### src/hdl/xbar_consts.svh
// Overview of operation
// - 3x4, route_pin_5 low: out 0,1 both on
// - 3x4, route_pin_5 high: route_pin_1 picks one
// - 3x4, route_pin_4 low: out 2,3 both on
// - 3x4, route_pin_4 high: route_pin_3 picks one
// - 4x3, out_port_0 by route_pin_5, route_pin_0
// - 4x3, out_port_1 by route_pin_4, route_pin_1
// - 4x3, out_port_2 by route_pin_3, route_pin_2
// - 3x4 and 4x3, all route pins midlevel selects lin control
// - serial active outside lin; writes override pins only after key
// - 3x2, iface_select low lin, high serial
// - 3x2, outputs start disconnected in both modes
// - xcvr_wake_ctl low after power-up
// - lin_rx_line falling edge raises xcvr_wake_ctl
// - lin_tx_line enabled only after wake raised
// - idle timeout or sleep command lowers wake
// - powerdown pin midlevel forces preemphasis on
// - powerdown pin high: preemphasis from registers
// - powerdown low keeps registers and control mode
// - key 0xff at 0xff hands routing to registers
// - pin changes applied only after reset or powerdown release
// - lin write applied only after checksum good
`ifndef XBAR_CONSTS_SVH
`define XBAR_CONSTS_SVH

// ======
// register map
`define XBAR_REG_ROUTE_A     8'h01
`define XBAR_REG_ROUTE_B     8'h02
`define XBAR_REG_KEY         8'hff
`define XBAR_KEY_VALUE       8'hff
`define XBAR_ROUTE_RST       8'h00

// ======
// field positions
`define XBAR_SEL_LO_MSB      2
`define XBAR_PRE_LO_BIT      3
`define XBAR_SEL_HI_MSB      6
`define XBAR_SEL_HI_LSB      4
`define XBAR_PRE_HI_BIT      7

// ======
// select codes
`define XBAR_SEL_OFF         3'h0
`define XBAR_SEL_IN1         3'h1
`define XBAR_SEL_IN0         3'h2
`define XBAR_SEL_IN2         3'h3
`define XBAR_SEL_IN3         3'h4

// ======
// timing
`define XBAR_CLK_MHZ         10
`define XBAR_IDLE_TIMEOUT_US 4000
`define XBAR_IDLE_TIMEOUT_CYC (`XBAR_IDLE_TIMEOUT_US * `XBAR_CLK_MHZ)
`define XBAR_SETTLE_CYC      2'h3

`endif

### src/hdl/xbar_pkg.sv
package xbar_pkg;

    // ======
    // three-level pin code
    typedef enum logic [1:0] {
        XBAR_LVL_LOW  = 2'h0,
        XBAR_LVL_MID  = 2'h1,
        XBAR_LVL_HIGH = 2'h3,
        XBAR_LVL_BAD  = 2'h2
    } xbar_level_type;

    // ======
    // wake states
    typedef enum logic [1:0] {
        XBAR_WK_SLEEP = 2'h0,
        XBAR_WK_AWAKE = 2'h1
    } xbar_wake_type;

    // ======
    // control mode
    typedef enum logic [1:0] {
        XBAR_MODE_NONE   = 2'h0,
        XBAR_MODE_SERIAL = 2'h1,
        XBAR_MODE_LIN    = 2'h3
    } xbar_mode_type;

endpackage : xbar_pkg

### src/hdl/xbar_ctrl.sv
`timescale 1ns/1ps
`include "xbar_consts.svh"

module xbar_ctrl
#(
    // 0: 3x2, 1: 3x4, 2: 4x3
    parameter int VARIANT     = 1,
    parameter int TIMEOUT_CYC = `XBAR_IDLE_TIMEOUT_CYC
)
(
    // clock and reset
    input  wire logic       clk,
    input  wire logic       nrst,
    // three-level pins
    input  wire logic [1:0] route_pin_0,
    input  wire logic [1:0] route_pin_1,
    input  wire logic [1:0] route_pin_2,
    input  wire logic [1:0] route_pin_3,
    input  wire logic [1:0] route_pin_4,
    input  wire logic [1:0] route_pin_5,
    input  wire logic [1:0] powerdown_n_pin,
    // two-level pins
    input  wire logic       iface_select,
    input  wire logic       lin_rx_line,
    // serial register engine
    input  wire logic       ser_wr_valid,
    input  wire logic [7:0] ser_wr_addr,
    input  wire logic [7:0] ser_wr_data,
    // lin frame engine
    input  wire logic       lin_frame_valid,
    input  wire logic       lin_cksum_ok,
    input  wire logic [7:0] lin_frame_d1,
    input  wire logic [7:0] lin_frame_d2,
    input  wire logic       lin_sleep_cmd,
    input  wire logic       lin_tx_data,
    // switch control
    output logic [2:0]      out_port_0_sel,
    output logic [2:0]      out_port_1_sel,
    output logic [2:0]      out_port_2_sel,
    output logic [2:0]      out_port_3_sel,
    output logic [3:0]      out_preemph,
    // status
    output logic            lin_mode,
    output logic            serial_active,
    output logic            power_down,
    output logic            route_override,
    output logic [7:0]      route_a_q,
    output logic [7:0]      route_b_q,
    // transceiver
    output logic            xcvr_wake_ctl,
    output logic            lin_tx_line,
    output logic            lin_tx_oe
);

    generate
        if (VARIANT < 0 || VARIANT > 2)
        begin : g_bad
            $error("xbar_ctrl: VARIANT must be 0, 1 or 2");
        end
    endgenerate

    localparam logic [2:0] NOUT = (VARIANT == 0) ? 3'h2 : (VARIANT == 1) ? 3'h4 : 3'h3;

    // ======
    // pin resolution
    logic [1:0]               raw [7];
    xbar_pkg::xbar_level_type lvl [7];

    assign raw[0] = route_pin_0;
    assign raw[1] = route_pin_1;
    assign raw[2] = route_pin_2;
    assign raw[3] = route_pin_3;
    assign raw[4] = route_pin_4;
    assign raw[5] = route_pin_5;
    assign raw[6] = powerdown_n_pin;

    genvar gi;
    generate
        for (gi = 0; gi < 7; gi++)
        begin : g_pin
            xbar_tri_sync u_sync
            (
                .clk     (clk),
                .nrst    (nrst),
                .pin_raw (raw[gi]),
                .level   (lvl[gi])
            );
        end
    endgenerate

    xbar_pkg::xbar_level_type pd_lvl;
    assign pd_lvl = lvl[6];

    logic [1:0] fs_reg;
    logic [1:0] fs_next;

    always_comb
    begin
        fs_next = {fs_reg[0], iface_select};
    end

    always_ff @(posedge clk or negedge nrst)
    begin
        if (!nrst)
            fs_reg <= 2'h0;
        else
            fs_reg <= fs_next;
    end

    // ======
    // decode helpers
    function automatic logic [2:0] lvl_src(input xbar_pkg::xbar_level_type l);
        case (l)
            xbar_pkg::XBAR_LVL_LOW:  lvl_src = `XBAR_SEL_IN0;
            xbar_pkg::XBAR_LVL_MID:  lvl_src = `XBAR_SEL_IN1;
            xbar_pkg::XBAR_LVL_HIGH: lvl_src = `XBAR_SEL_IN2;
            default:                 lvl_src = `XBAR_SEL_OFF;
        endcase
    endfunction : lvl_src

    // four-in/three-out output
    function automatic logic [2:0] pair_src(input xbar_pkg::xbar_level_type up,
                                            input xbar_pkg::xbar_level_type lo);
        pair_src = `XBAR_SEL_OFF;
        if (up == xbar_pkg::XBAR_LVL_LOW)
            pair_src = lvl_src(lo);
        else if (up == xbar_pkg::XBAR_LVL_HIGH && lo == xbar_pkg::XBAR_LVL_LOW)
            pair_src = `XBAR_SEL_IN3;
    endfunction : pair_src

    // three-in/four-out pair
    function automatic logic [5:0] duo_src(input xbar_pkg::xbar_level_type mode,
                                           input xbar_pkg::xbar_level_type sa,
                                           input xbar_pkg::xbar_level_type sb);
        duo_src = {`XBAR_SEL_OFF, `XBAR_SEL_OFF};
        if (mode == xbar_pkg::XBAR_LVL_LOW)
            duo_src = {lvl_src(sa), lvl_src(sb)};
        else if (mode == xbar_pkg::XBAR_LVL_HIGH)
        begin
            if (sb == xbar_pkg::XBAR_LVL_LOW)
                duo_src = {lvl_src(sa), `XBAR_SEL_OFF};
            else if (sb == xbar_pkg::XBAR_LVL_MID)
                duo_src = {`XBAR_SEL_OFF, lvl_src(sa)};
        end
    endfunction : duo_src

    // ======
    // pin decoding
    logic [2:0] pin_sel [4];
    logic       all_mid;
    logic [5:0] duo_hi;
    logic [5:0] duo_lo;

    assign duo_hi = duo_src(lvl[5], lvl[0], lvl[1]);
    assign duo_lo = duo_src(lvl[4], lvl[2], lvl[3]);

    always_comb
    begin
        all_mid = 1'b1;
        for (int i = 0; i < 6; i++)
            if (lvl[i] != xbar_pkg::XBAR_LVL_MID)
                all_mid = 1'b0;
        for (int i = 0; i < 4; i++)
            pin_sel[i] = `XBAR_SEL_OFF;
        if (VARIANT == 1)
        begin
            pin_sel[0] = duo_hi[5:3];
            pin_sel[1] = duo_hi[2:0];
            pin_sel[2] = duo_lo[5:3];
            pin_sel[3] = duo_lo[2:0];
        end
        else if (VARIANT == 2)
        begin
            pin_sel[0] = pair_src(lvl[5], lvl[0]);
            pin_sel[1] = pair_src(lvl[4], lvl[1]);
            pin_sel[2] = pair_src(lvl[3], lvl[2]);
        end
    end

    // ======
    // mode and pin sampling
    xbar_pkg::xbar_mode_type mode_reg;
    xbar_pkg::xbar_mode_type mode_next;
    logic [1:0]              settle_reg;
    logic [1:0]              settle_next;
    logic                    pd_low_reg;
    logic                    pd_low_next;
    logic [11:0]             latch_reg;
    logic [11:0]             latch_next;
    logic                    sample;

    always_comb
    begin
        settle_next = settle_reg;
        if (settle_reg != `XBAR_SETTLE_CYC)
            settle_next = settle_reg + 2'h1;
        pd_low_next = (pd_lvl == xbar_pkg::XBAR_LVL_LOW);
        // sample after reset or power-down exit
        sample = (settle_reg == `XBAR_SETTLE_CYC - 2'h1) ||
                 (pd_low_reg && !pd_low_next);
        mode_next = mode_reg;
        if (settle_reg == `XBAR_SETTLE_CYC - 2'h1)
        begin
            if (VARIANT == 0)
                mode_next = fs_reg[1] ? xbar_pkg::XBAR_MODE_SERIAL
                                      : xbar_pkg::XBAR_MODE_LIN;
            else
                mode_next = all_mid ? xbar_pkg::XBAR_MODE_LIN
                                    : xbar_pkg::XBAR_MODE_SERIAL;
        end
        latch_next = latch_reg;
        if (sample)
            latch_next = {pin_sel[3], pin_sel[2], pin_sel[1], pin_sel[0]};
    end

    always_ff @(posedge clk or negedge nrst)
    begin
        if (!nrst)
        begin
            settle_reg <= 2'h0;
            pd_low_reg <= 1'b0;
            mode_reg   <= xbar_pkg::XBAR_MODE_NONE;
            latch_reg  <= '0;
        end
        else
        begin
            settle_reg <= settle_next;
            pd_low_reg <= pd_low_next;
            mode_reg   <= mode_next;
            latch_reg  <= latch_next;
        end
    end

    logic is_lin;
    logic is_ser;
    assign is_lin = (mode_reg == xbar_pkg::XBAR_MODE_LIN);
    assign is_ser = (mode_reg == xbar_pkg::XBAR_MODE_SERIAL);

    // ======
    // routing registers
    logic [7:0] ra_reg;
    logic [7:0] ra_next;
    logic [7:0] rb_reg;
    logic [7:0] rb_next;
    logic       ovr_reg;
    logic       ovr_next;

    always_comb
    begin
        ra_next  = ra_reg;
        rb_next  = rb_reg;
        ovr_next = ovr_reg;
        if (is_ser && ser_wr_valid)
        begin
            if (ser_wr_addr == `XBAR_REG_ROUTE_A)
                ra_next = ser_wr_data;
            if (ser_wr_addr == `XBAR_REG_ROUTE_B)
                rb_next = ser_wr_data;
            if (ser_wr_addr == `XBAR_REG_KEY && ser_wr_data == `XBAR_KEY_VALUE)
                ovr_next = 1'b1;
        end
        if (is_lin && lin_frame_valid && lin_cksum_ok)
        begin
            ra_next = lin_frame_d1;
            rb_next = lin_frame_d2;
        end
    end

    always_ff @(posedge clk or negedge nrst)
    begin
        if (!nrst)
        begin
            ra_reg  <= `XBAR_ROUTE_RST;
            rb_reg  <= `XBAR_ROUTE_RST;
            ovr_reg <= 1'b0;
        end
        else
        begin
            ra_reg  <= ra_next;
            rb_reg  <= rb_next;
            ovr_reg <= ovr_next;
        end
    end

    // ======
    // output selection
    logic [2:0] sel_reg  [4];
    logic [2:0] sel_next [4];
    logic [2:0] reg_sel  [4];
    logic [3:0] reg_pre;
    logic [3:0] pre_reg;
    logic [3:0] pre_next;
    logic       use_regs;

    assign reg_sel[0] = ra_reg[`XBAR_SEL_LO_MSB:0];
    assign reg_sel[1] = ra_reg[`XBAR_SEL_HI_MSB:`XBAR_SEL_HI_LSB];
    assign reg_sel[2] = rb_reg[`XBAR_SEL_LO_MSB:0];
    assign reg_sel[3] = rb_reg[`XBAR_SEL_HI_MSB:`XBAR_SEL_HI_LSB];
    assign reg_pre    = {rb_reg[`XBAR_PRE_HI_BIT], rb_reg[`XBAR_PRE_LO_BIT],
                         ra_reg[`XBAR_PRE_HI_BIT], ra_reg[`XBAR_PRE_LO_BIT]};

    // no pins on three-in/two-out
    assign use_regs = (VARIANT == 0) || is_lin || ovr_reg;

    always_comb
    begin
        pre_next = 4'h0;
        for (int i = 0; i < 4; i++)
        begin
            sel_next[i] = use_regs ? reg_sel[i] : latch_reg[3*i +: 3];
            if (sel_next[i] > `XBAR_SEL_IN3)
                sel_next[i] = `XBAR_SEL_OFF;
            if (pd_low_reg || mode_reg == xbar_pkg::XBAR_MODE_NONE || 3'(i) >= NOUT)
                sel_next[i] = `XBAR_SEL_OFF;
            if (3'(i) < NOUT)
            begin
                if (pd_lvl == xbar_pkg::XBAR_LVL_MID)
                    pre_next[i] = 1'b1;
                else if (pd_lvl == xbar_pkg::XBAR_LVL_HIGH)
                    pre_next[i] = reg_pre[i];
            end
        end
    end

    always_ff @(posedge clk or negedge nrst)
    begin
        if (!nrst)
        begin
            for (int i = 0; i < 4; i++)
                sel_reg[i] <= `XBAR_SEL_OFF;
            pre_reg <= 4'h0;
        end
        else
        begin
            for (int i = 0; i < 4; i++)
                sel_reg[i] <= sel_next[i];
            pre_reg <= pre_next;
        end
    end

    // ======
    // wake handshake
    logic wake;
    logic tx_en;
    logic tx_reg;
    logic tx_next;

    xbar_wake #(.TIMEOUT_CYC (TIMEOUT_CYC)) u_wake
    (
        .clk         (clk),
        .nrst        (nrst),
        .enable      (is_lin && !pd_low_reg),
        .sleep_cmd   (lin_sleep_cmd),
        .lin_rx_line (lin_rx_line),
        .wake_ctl    (wake),
        .tx_enable   (tx_en)
    );

    always_comb
    begin
        tx_next = tx_en ? lin_tx_data : 1'b1;
    end

    always_ff @(posedge clk or negedge nrst)
    begin
        if (!nrst)
            tx_reg <= 1'b1;
        else
            tx_reg <= tx_next;
    end

    // ======
    // outputs
    assign out_port_0_sel = sel_reg[0];
    assign out_port_1_sel = sel_reg[1];
    assign out_port_2_sel = sel_reg[2];
    assign out_port_3_sel = sel_reg[3];
    assign out_preemph    = pre_reg;
    assign lin_mode       = is_lin;
    assign serial_active  = is_ser;
    assign power_down     = pd_low_reg;
    assign route_override = ovr_reg;
    assign route_a_q      = ra_reg;
    assign route_b_q      = rb_reg;
    assign xcvr_wake_ctl  = wake;
    assign lin_tx_line    = tx_reg;
    assign lin_tx_oe      = tx_en;

endmodule : xbar_ctrl

### src/hdl/xbar_tri_sync.sv
`timescale 1ns/1ps

module xbar_tri_sync
(
    // clock and reset
    input  wire logic                    clk,
    input  wire logic                    nrst,
    // comparator pair
    input  wire logic [1:0]              pin_raw,
    // resolved level
    output xbar_pkg::xbar_level_type     level
);

    logic [1:0] meta_reg;
    logic [1:0] meta_next;
    logic [1:0] sync_reg;
    logic [1:0] sync_next;

    // ======
    // two-stage synchroniser
    always_comb
    begin
        meta_next = pin_raw;
        sync_next = meta_reg;
    end

    always_ff @(posedge clk or negedge nrst)
    begin
        if (!nrst)
        begin
            meta_reg <= 2'h1;
            sync_reg <= 2'h1;
        end
        else
        begin
            meta_reg <= meta_next;
            sync_reg <= sync_next;
        end
    end

    // ======
    // level resolution
    assign level = xbar_pkg::xbar_level_type'(sync_reg);

endmodule : xbar_tri_sync

### src/hdl/xbar_wake.sv
`timescale 1ns/1ps
`include "xbar_consts.svh"

module xbar_wake
#(
    parameter int TIMEOUT_CYC = `XBAR_IDLE_TIMEOUT_CYC
)
(
    // clock and reset
    input  wire logic clk,
    input  wire logic nrst,
    // control
    input  wire logic enable,
    input  wire logic sleep_cmd,
    // transceiver pins
    input  wire logic lin_rx_line,
    output logic      wake_ctl,
    output logic      tx_enable
);

    localparam int CW = $clog2(TIMEOUT_CYC + 1);

    generate
        if (TIMEOUT_CYC < 1)
        begin : g_bad
            $error("xbar_wake: TIMEOUT_CYC must be at least 1");
        end
    endgenerate

    xbar_pkg::xbar_wake_type state_reg;
    xbar_pkg::xbar_wake_type state_next;
    logic [2:0]              rx_reg;
    logic [2:0]              rx_next;
    logic [CW-1:0]           idle_reg;
    logic [CW-1:0]           idle_next;
    logic                    fall;
    logic                    edge_seen;

    // ======
    // rx edge detect
    assign fall      = rx_reg[2] & ~rx_reg[1];
    assign edge_seen = rx_reg[2] ^ rx_reg[1];

    always_comb
    begin
        rx_next   = {rx_reg[1:0], lin_rx_line};
        state_next = state_reg;
        idle_next  = idle_reg;
        case (state_reg)
            xbar_pkg::XBAR_WK_SLEEP:
            begin
                idle_next = '0;
                if (enable && fall)
                    state_next = xbar_pkg::XBAR_WK_AWAKE;
            end
            xbar_pkg::XBAR_WK_AWAKE:
            begin
                if (edge_seen)
                    idle_next = '0;
                else
                    idle_next = idle_reg + 1'b1;
                if (!enable || sleep_cmd || idle_reg == CW'(TIMEOUT_CYC - 1))
                    state_next = xbar_pkg::XBAR_WK_SLEEP;
            end
            default:
                state_next = xbar_pkg::XBAR_WK_SLEEP;
        endcase
    end

    always_ff @(posedge clk or negedge nrst)
    begin
        if (!nrst)
        begin
            rx_reg    <= 3'h7;
            state_reg <= xbar_pkg::XBAR_WK_SLEEP;
            idle_reg  <= '0;
        end
        else
        begin
            rx_reg    <= rx_next;
            state_reg <= state_next;
            idle_reg  <= idle_next;
        end
    end

    assign wake_ctl  = (state_reg == xbar_pkg::XBAR_WK_AWAKE);
    assign tx_enable = wake_ctl;

endmodule : xbar_wake

### config.mk
export PLATFORM = sky130hd
export DESIGN_NAME = xbar_ctrl
export DESIGN_NICKNAME = d
export VERILOG_FILES = /design/src/hdl/xbar_pkg.sv /design/src/hdl/xbar_ctrl.sv /design/src/hdl/xbar_tri_sync.sv /design/src/hdl/xbar_wake.sv
export VERILOG_INCLUDE_DIRS = /design/src /design/src/hdl
export SDC_FILE = /design/constraint.sdc
export NUM_CORES = 1
export LEC_CHECK = 0
export BUFFER_PORTS_ARGS = -buffer_cell sky130_fd_sc_hd__buf_2
export CELL_PAD_IN_SITES_DETAIL_PLACEMENT = 0
export CELL_PAD_IN_SITES_GLOBAL_PLACEMENT = 1
export CORE_MARGIN = 1
export CORE_UTILIZATION = 30
export DETAILED_ROUTE_END_ITERATION = 7
export GPL_ROUTABILITY_DRIVEN = 0
export PLACE_DENSITY_LB_ADDON = 0.2
export SYNTH_ARGS = -nofsm -noshare
export SYNTH_HDL_FRONTEND = slang
export SYNTH_HIERARCHICAL = 1
export SYNTH_SLANG_ARGS = --single-unit
### constraint.sdc
create_clock -name clk -period 1.8 [get_ports clk]
set_input_delay 0.18 -clock clk [delete_from_list [all_inputs] [get_ports clk]]
set_output_delay 0.18 -clock clk [all_outputs]
set_load 0.1 [all_outputs]
Word-level counts from Yosys, hierarchy flattened. Cells that the tools add are included.

Word-level logic and storage cells: 152. Input bits: 55. Output and inout bits: 39. Bits in registers: 100.

$add $sub $neg: 2. Bitwise operators: 3. Reductions and logical operators: 32. Eq/ne operators: 30. Magnitude comparators: 4. Mux-type cells: 51.

Operators with widths (number): 2-to-1 mux 8 bit (6); 2-to-1 mux 3 bit (14); 2-to-1 mux 6 bit (6); case mux 16 bit (2 select lines) (1); case mux 2 bit (3 select lines) (4); equality test 2 bit (second input constant) (9); zero test 2 bit (9); adder 16 x 1 -> 16 bit (second input constant) (1); equality test 16 bit (second input constant) (1); equality test 8 bit (second input constant) (2); 2-to-1 mux 16 bit (1); inequality test 2 x 1 -> 1 bit (second input constant) (8); 2-to-1 mux 1 bit (15); equality test 2 x 1 -> 1 bit (second input constant) (7); > comparator 3 bit (second input constant) (4); equality test 8 x 1 -> 1 bit (second input constant) (1); equality test 8 x 2 -> 1 bit (second input constant) (1); AND reduction 2 bit (4); nonzero test 2 bit (4); logical AND 1 bit (7); 2-to-1 mux 2 bit (3); logical OR 1 bit (5); case mux 2 bit (2 select lines) (1); zero test 1 bit (3); 5 further kinds (5).

Depth between registers and ports, before layout.
Word-level depth: 8. Depth in mapped cells: 6. Gate-level depth less buffers: 6.

By module. The synthesis kept the hierarchy.

Modules (own cells, without submodules): xbar_ctrl (area an instance 2344.7 µm², seq. area each 1177.4 µm², cells an instance 227, instances 1); xbar_wake (area an instance 984.7 µm², seq. area each 504.2 µm², cells an instance 96, instances 1); xbar_tri_sync (area an instance 102.6 µm², seq. area each 102.6 µm², cells an instance 4, instances 7).

Worst setup path before layout. Ideal clock, no wire load.

Path kind: flip-flop to flip-flop. Start: register mode_reg[1]. End: register ra_reg[6], in the netlist route_a_q[6]. Arrival: 1862 ps. Period minus slack after synthesis: 1999 ps. Required time: 1663 ps. Buffers on the path: 1. Setup time: 137 ps. Path slack: -199 ps. Cell stages (with the launch flop): 6. Path through: dfrtp_1 and2_1 nand3_1 clkbuf_1 nor2_1 a21oi_1.

Longest elaborated chain between the ends: 5. Elaborated cells on any way between the ends: 9. Those cells by class: eq/ne: 2; mux: 1; reduce/logical: 6.

RTL lines: from (decl) (RTL line xbar_ctrl.sv:182) `xbar_pkg::xbar_mode_type mode_reg;`; from (signal assigned) (RTL line xbar_ctrl.sv:222) `mode_reg <= xbar_pkg::XBAR_MODE_NONE;`; from (signal assigned) (RTL line xbar_ctrl.sv:229) `mode_reg <= mode_next;`; equality test 2 bit (*) (RTL line xbar_ctrl.sv:236) `assign is_lin = (mode_reg == xbar_pkg::XBAR_MODE_LIN);`; named net lin_mode (RTL line xbar_ctrl.sv:43) `output logic lin_mode,`; logical AND 1 bit (*) (2 in series) (RTL line xbar_ctrl.sv:262) `if (is_lin && lin_frame_valid && lin_cksum_ok)`; nonzero test 2 bit (no line); AND reduction 2 bit (no line); to (signal assigned) (RTL line xbar_ctrl.sv:273) `` ra_reg <= `XBAR_ROUTE_RST; ``; to (signal assigned) (RTL line xbar_ctrl.sv:279) `ra_reg <= ra_next;`; to (decl) (RTL line xbar_ctrl.sv:241) `logic [7:0] ra_reg;`.

Mark *: on every way through the listed nets, which the timed path passes. The rest lies on a longest branch. A chain may end at the register's enable or synchronous reset.

Worst setup path after layout.
Start: register mode_reg[1]. End: output lin_mode.

Longest elaborated chain between the ends: 1.

RTL lines (RTL line): equality test 2 bit (xbar_ctrl.sv:236); to (decl) (xbar_ctrl.sv:43).

No other way between the ends.

==> impl_metrics.py <==
metrics = {
    "run": {
        "maxCapViolations": 0,
    },
    "power": {
        "powerDensity_nw_per_um2": 929,
        "sw_frac_of_total": 0.279,
        "combPwrFrac": 0.133,
        "p_clk_frac": 0.392,
        "switchingPower_mw": 1.36,
        "p_int_mw": 3.51,
        "p_leak_nw": 2.54,
        "ir_drop_mv": 0.364,
        "seqPwrFrac": 0.475,
    },
    "critical_path": {
        "critPathMaxFanout": 6,
        "timing.rr.start": "u_wake/idle_reg[9]",
        "end_kind": "output pin",
        "required_ns": 1.62,
        "crit_type": "reg2out",
        "critPathLaunch": "mode_reg[1]",
        "worstSetupStartpointType": "flop",
        "critPathArrivalTime_ns": 1.47,
    },
    "die": {
        "start_util": 0.307,
        "die_y_um": 118,
        "die_w_um": 118,
        "dieArea_um2": 14000,
        "io_pins": 94,
        "core_area_um2": 13200,
        "placementRows": 42,
    },
    "clock_network": {
        "h-tree-depth": 3,
        "clockBufferDepth": 2,
        "clock-root-buffer": "clkbuf_16",
        "clk_pin_slew_ns": 0.07,
        "tritoncts": "built",
        "cts.sinks": 95,
        "clk_latency_ns": 0.34,
        "cts_inserted_buffers": 9,
    },
    "layout": {
        "antenna_cells": 0,
        "final_nets": 542,
        "final_core_util": 0.397,
        "drive_above_1_share": 0.306,
        "n_fill_cell": 1315,
        "largest_reg_flops": 16,
        "final_common_cell": "buf_2",
        "final_cell_mix": "buf_2, dfrtp_1, nor2_1",
        "area_growth_pct": 29.4,
    },
    "global_routing": {
        "grt_pass1_wl_um": 15400,
        "grt_overflow_total": 0,
        "first_global_vias": 2987,
        "grtUsageTotal": 0.140,
        "antenna_found_initial": 0,
        "grt_max_degree": 38,
    },
    "synth": {
        "synth_area_per_cell_um2": 11.5,
        "synth_top_area_cell": "dfrtp_1",
        "synth_nets": 421,
        "synth-seq-area-share": 0.593,
        "syn_inst": 351,
        "synth-main-ff-cell": "dfrtp_1",
        "syn_area_um2": 4050,
        "synth_edf_count": 0,
        "yosysTopAreaCellShare": 0.476,
        "yosysWarnings": 6,
        "synthTopCellsByArea": "dfrtp_1, dfstp_2, mux2i_1, ha_1, a21oi_1",
        "ys_types": 46,
        "async_flop_share": 1.00,
        "ys_ff_latch": 95,
    },
    "route": {
        "via_per_inst": 4.59,
        "drt_iter0_markers": 160,
        "wl_per_cell_um": 13.7,
        "vias": 2995,
        "drc": 0,
        "totalWireLength_um": 8940,
        "first_pass_iters": 4,
        "ant_nets": 0,
    },
    "timing": {
        "fin_crit_ns": 1.65,
        "grt_setup_unrepaired": "no",
        "finalClockSkew_ns": 0.00758,
        "fmax_mhz": 608,
        "slew-limit-headroom": 0.663,
        "tightest_slew_ns": 0.509,
        "hold-worst-slack_ns": 0.0294,
        "slew_viol_final": 0,
        "finalHoldViolCount": 0,
        "setup_viol": 0,
        "finalCritPeriodShare": 0.914,
        "setup_tns_ns": 0,
    },
    "place": {
        "port_buffers": 92,
        "hpwl_um": 6520,
    },
    "worst_hold_path": {
        "worstHoldStart": "lin_tx_data",
        "worstHoldPathType": "in2reg",
    },
    "status": {
        "outcome": "complete, no violations",
    },
}
[cell type report]
cell class | count | area, um^2 | share of cell area
Clock buffer | 10 | 229 | 0.0437
Clock inverter | 6 | 67.6 | 0.0129
Inverter | 18 | 67.6 | 0.0129
Multi-Input combinational cell | 232 | 1560 | 0.297
Sequential cell | 95 | 2400 | 0.458
Tap cell | 176 | 220 | 0.0421
Timing Repair Buffer | 116 | 696 | 0.133
[repair_timing]
action | CTS | global route
endpoints found under the setup margin | 0 | 2
setup buffers | 0 | 1
resized for setup | 0 | 0
hold buffers | 16 | 0
hold endpoints to repair | 40 | 0
[logic make-up (layout without fill, tap and decap cells)]
group,after synthesis,after routing,share of synthesized area
XOR/XNOR,4,4,0.00866
multiplexers,21,21,0.0519
buffers and inverters,24,150,0.0235
flip-flops,95,95,0.593
adder cells (fa/ha/maj),15,15,0.0464
AO/OA/AOI/OAI,64,64,0.0918
AND/OR/NAND/NOR,128,128,0.185
[metal layers]
layer	GRT usage	share of wire	routed length (um)	vias up
met5	0	0	0	-
met4	0.0577	0.014	125	0
met3	0.0357	0.062	551	9
met2	0.203	0.43	3800	85
met1	0.199	0.50	4460	1412
li1	-	-	-	1489
[power by group through the flow]
stage                     sequential [mW]  clock, mW  combinational [mW]
after floorplan                      2.64          0               0.118
after global placement               2.35          0               0.627
after detailed placement             2.35          0               0.629
after CTS                            2.31       1.98               0.657
after global routing                 2.32       2.07               0.697
final                                2.31       1.91               0.648
[metrics by stage]
stage / std cells / power, mW / setup slack, ns / cell area (um^2)
after detailed placement: 620 / 2.98 / 0.119 / 4770
final: 653 / 4.87 / 0.155 / 5240
after global routing: 653 / 5.09 / 0.0637 / 5240
after global placement: 620 / 2.97 / 0.140 / 4770
after CTS: 652 / 4.95 / 0.0966 / 5230
after floorplan: 351 / 2.76 / 0.0188 / 4050
[synthesized netlist by cell type, types with 3 or more instances]
master / count
nor3b_1: 8
ha_1: 15
nor4b_1: 4
dfstp_2: 18
dfrtp_1: 77
inv_1: 18
o31ai_1: 3
nor4_1: 6
nand4_1: 9
nor2b_1: 4
nor2_1: 38
nand2b_1: 6
a31oi_1: 3
nand3_1: 8
a21boi_0: 4
a21oi_1: 34
nand2_1: 16
or4_1: 5
mux2i_1: 21
o21ai_0: 10
clkbuf_1: 3
nand4_4: 3
nor3_1: 4
[worst paths after layout]
check / end / cells past startpoint / slack (ns)
max: lin_mode / 2 / 0.15
min reg2reg: g_pin[0].u_sync/level[1] / 0 / 0.35
max reg2reg: u_wake/state_reg[0] / 3 / 0.21
max in group asynchronous: g_pin[5].u_sync/level[0] / 3 / 0.78
min in group asynchronous: latch_reg[4] / 2 / 0.32
min: lin_tx_line / 2 / 0.03
[critical path, stage by stage, from the launching register on]
cell     delay [ns]
dfrtp_1        0.46
and2_2         0.23
buf_2          0.43
(Power assumes the default switching activity.)
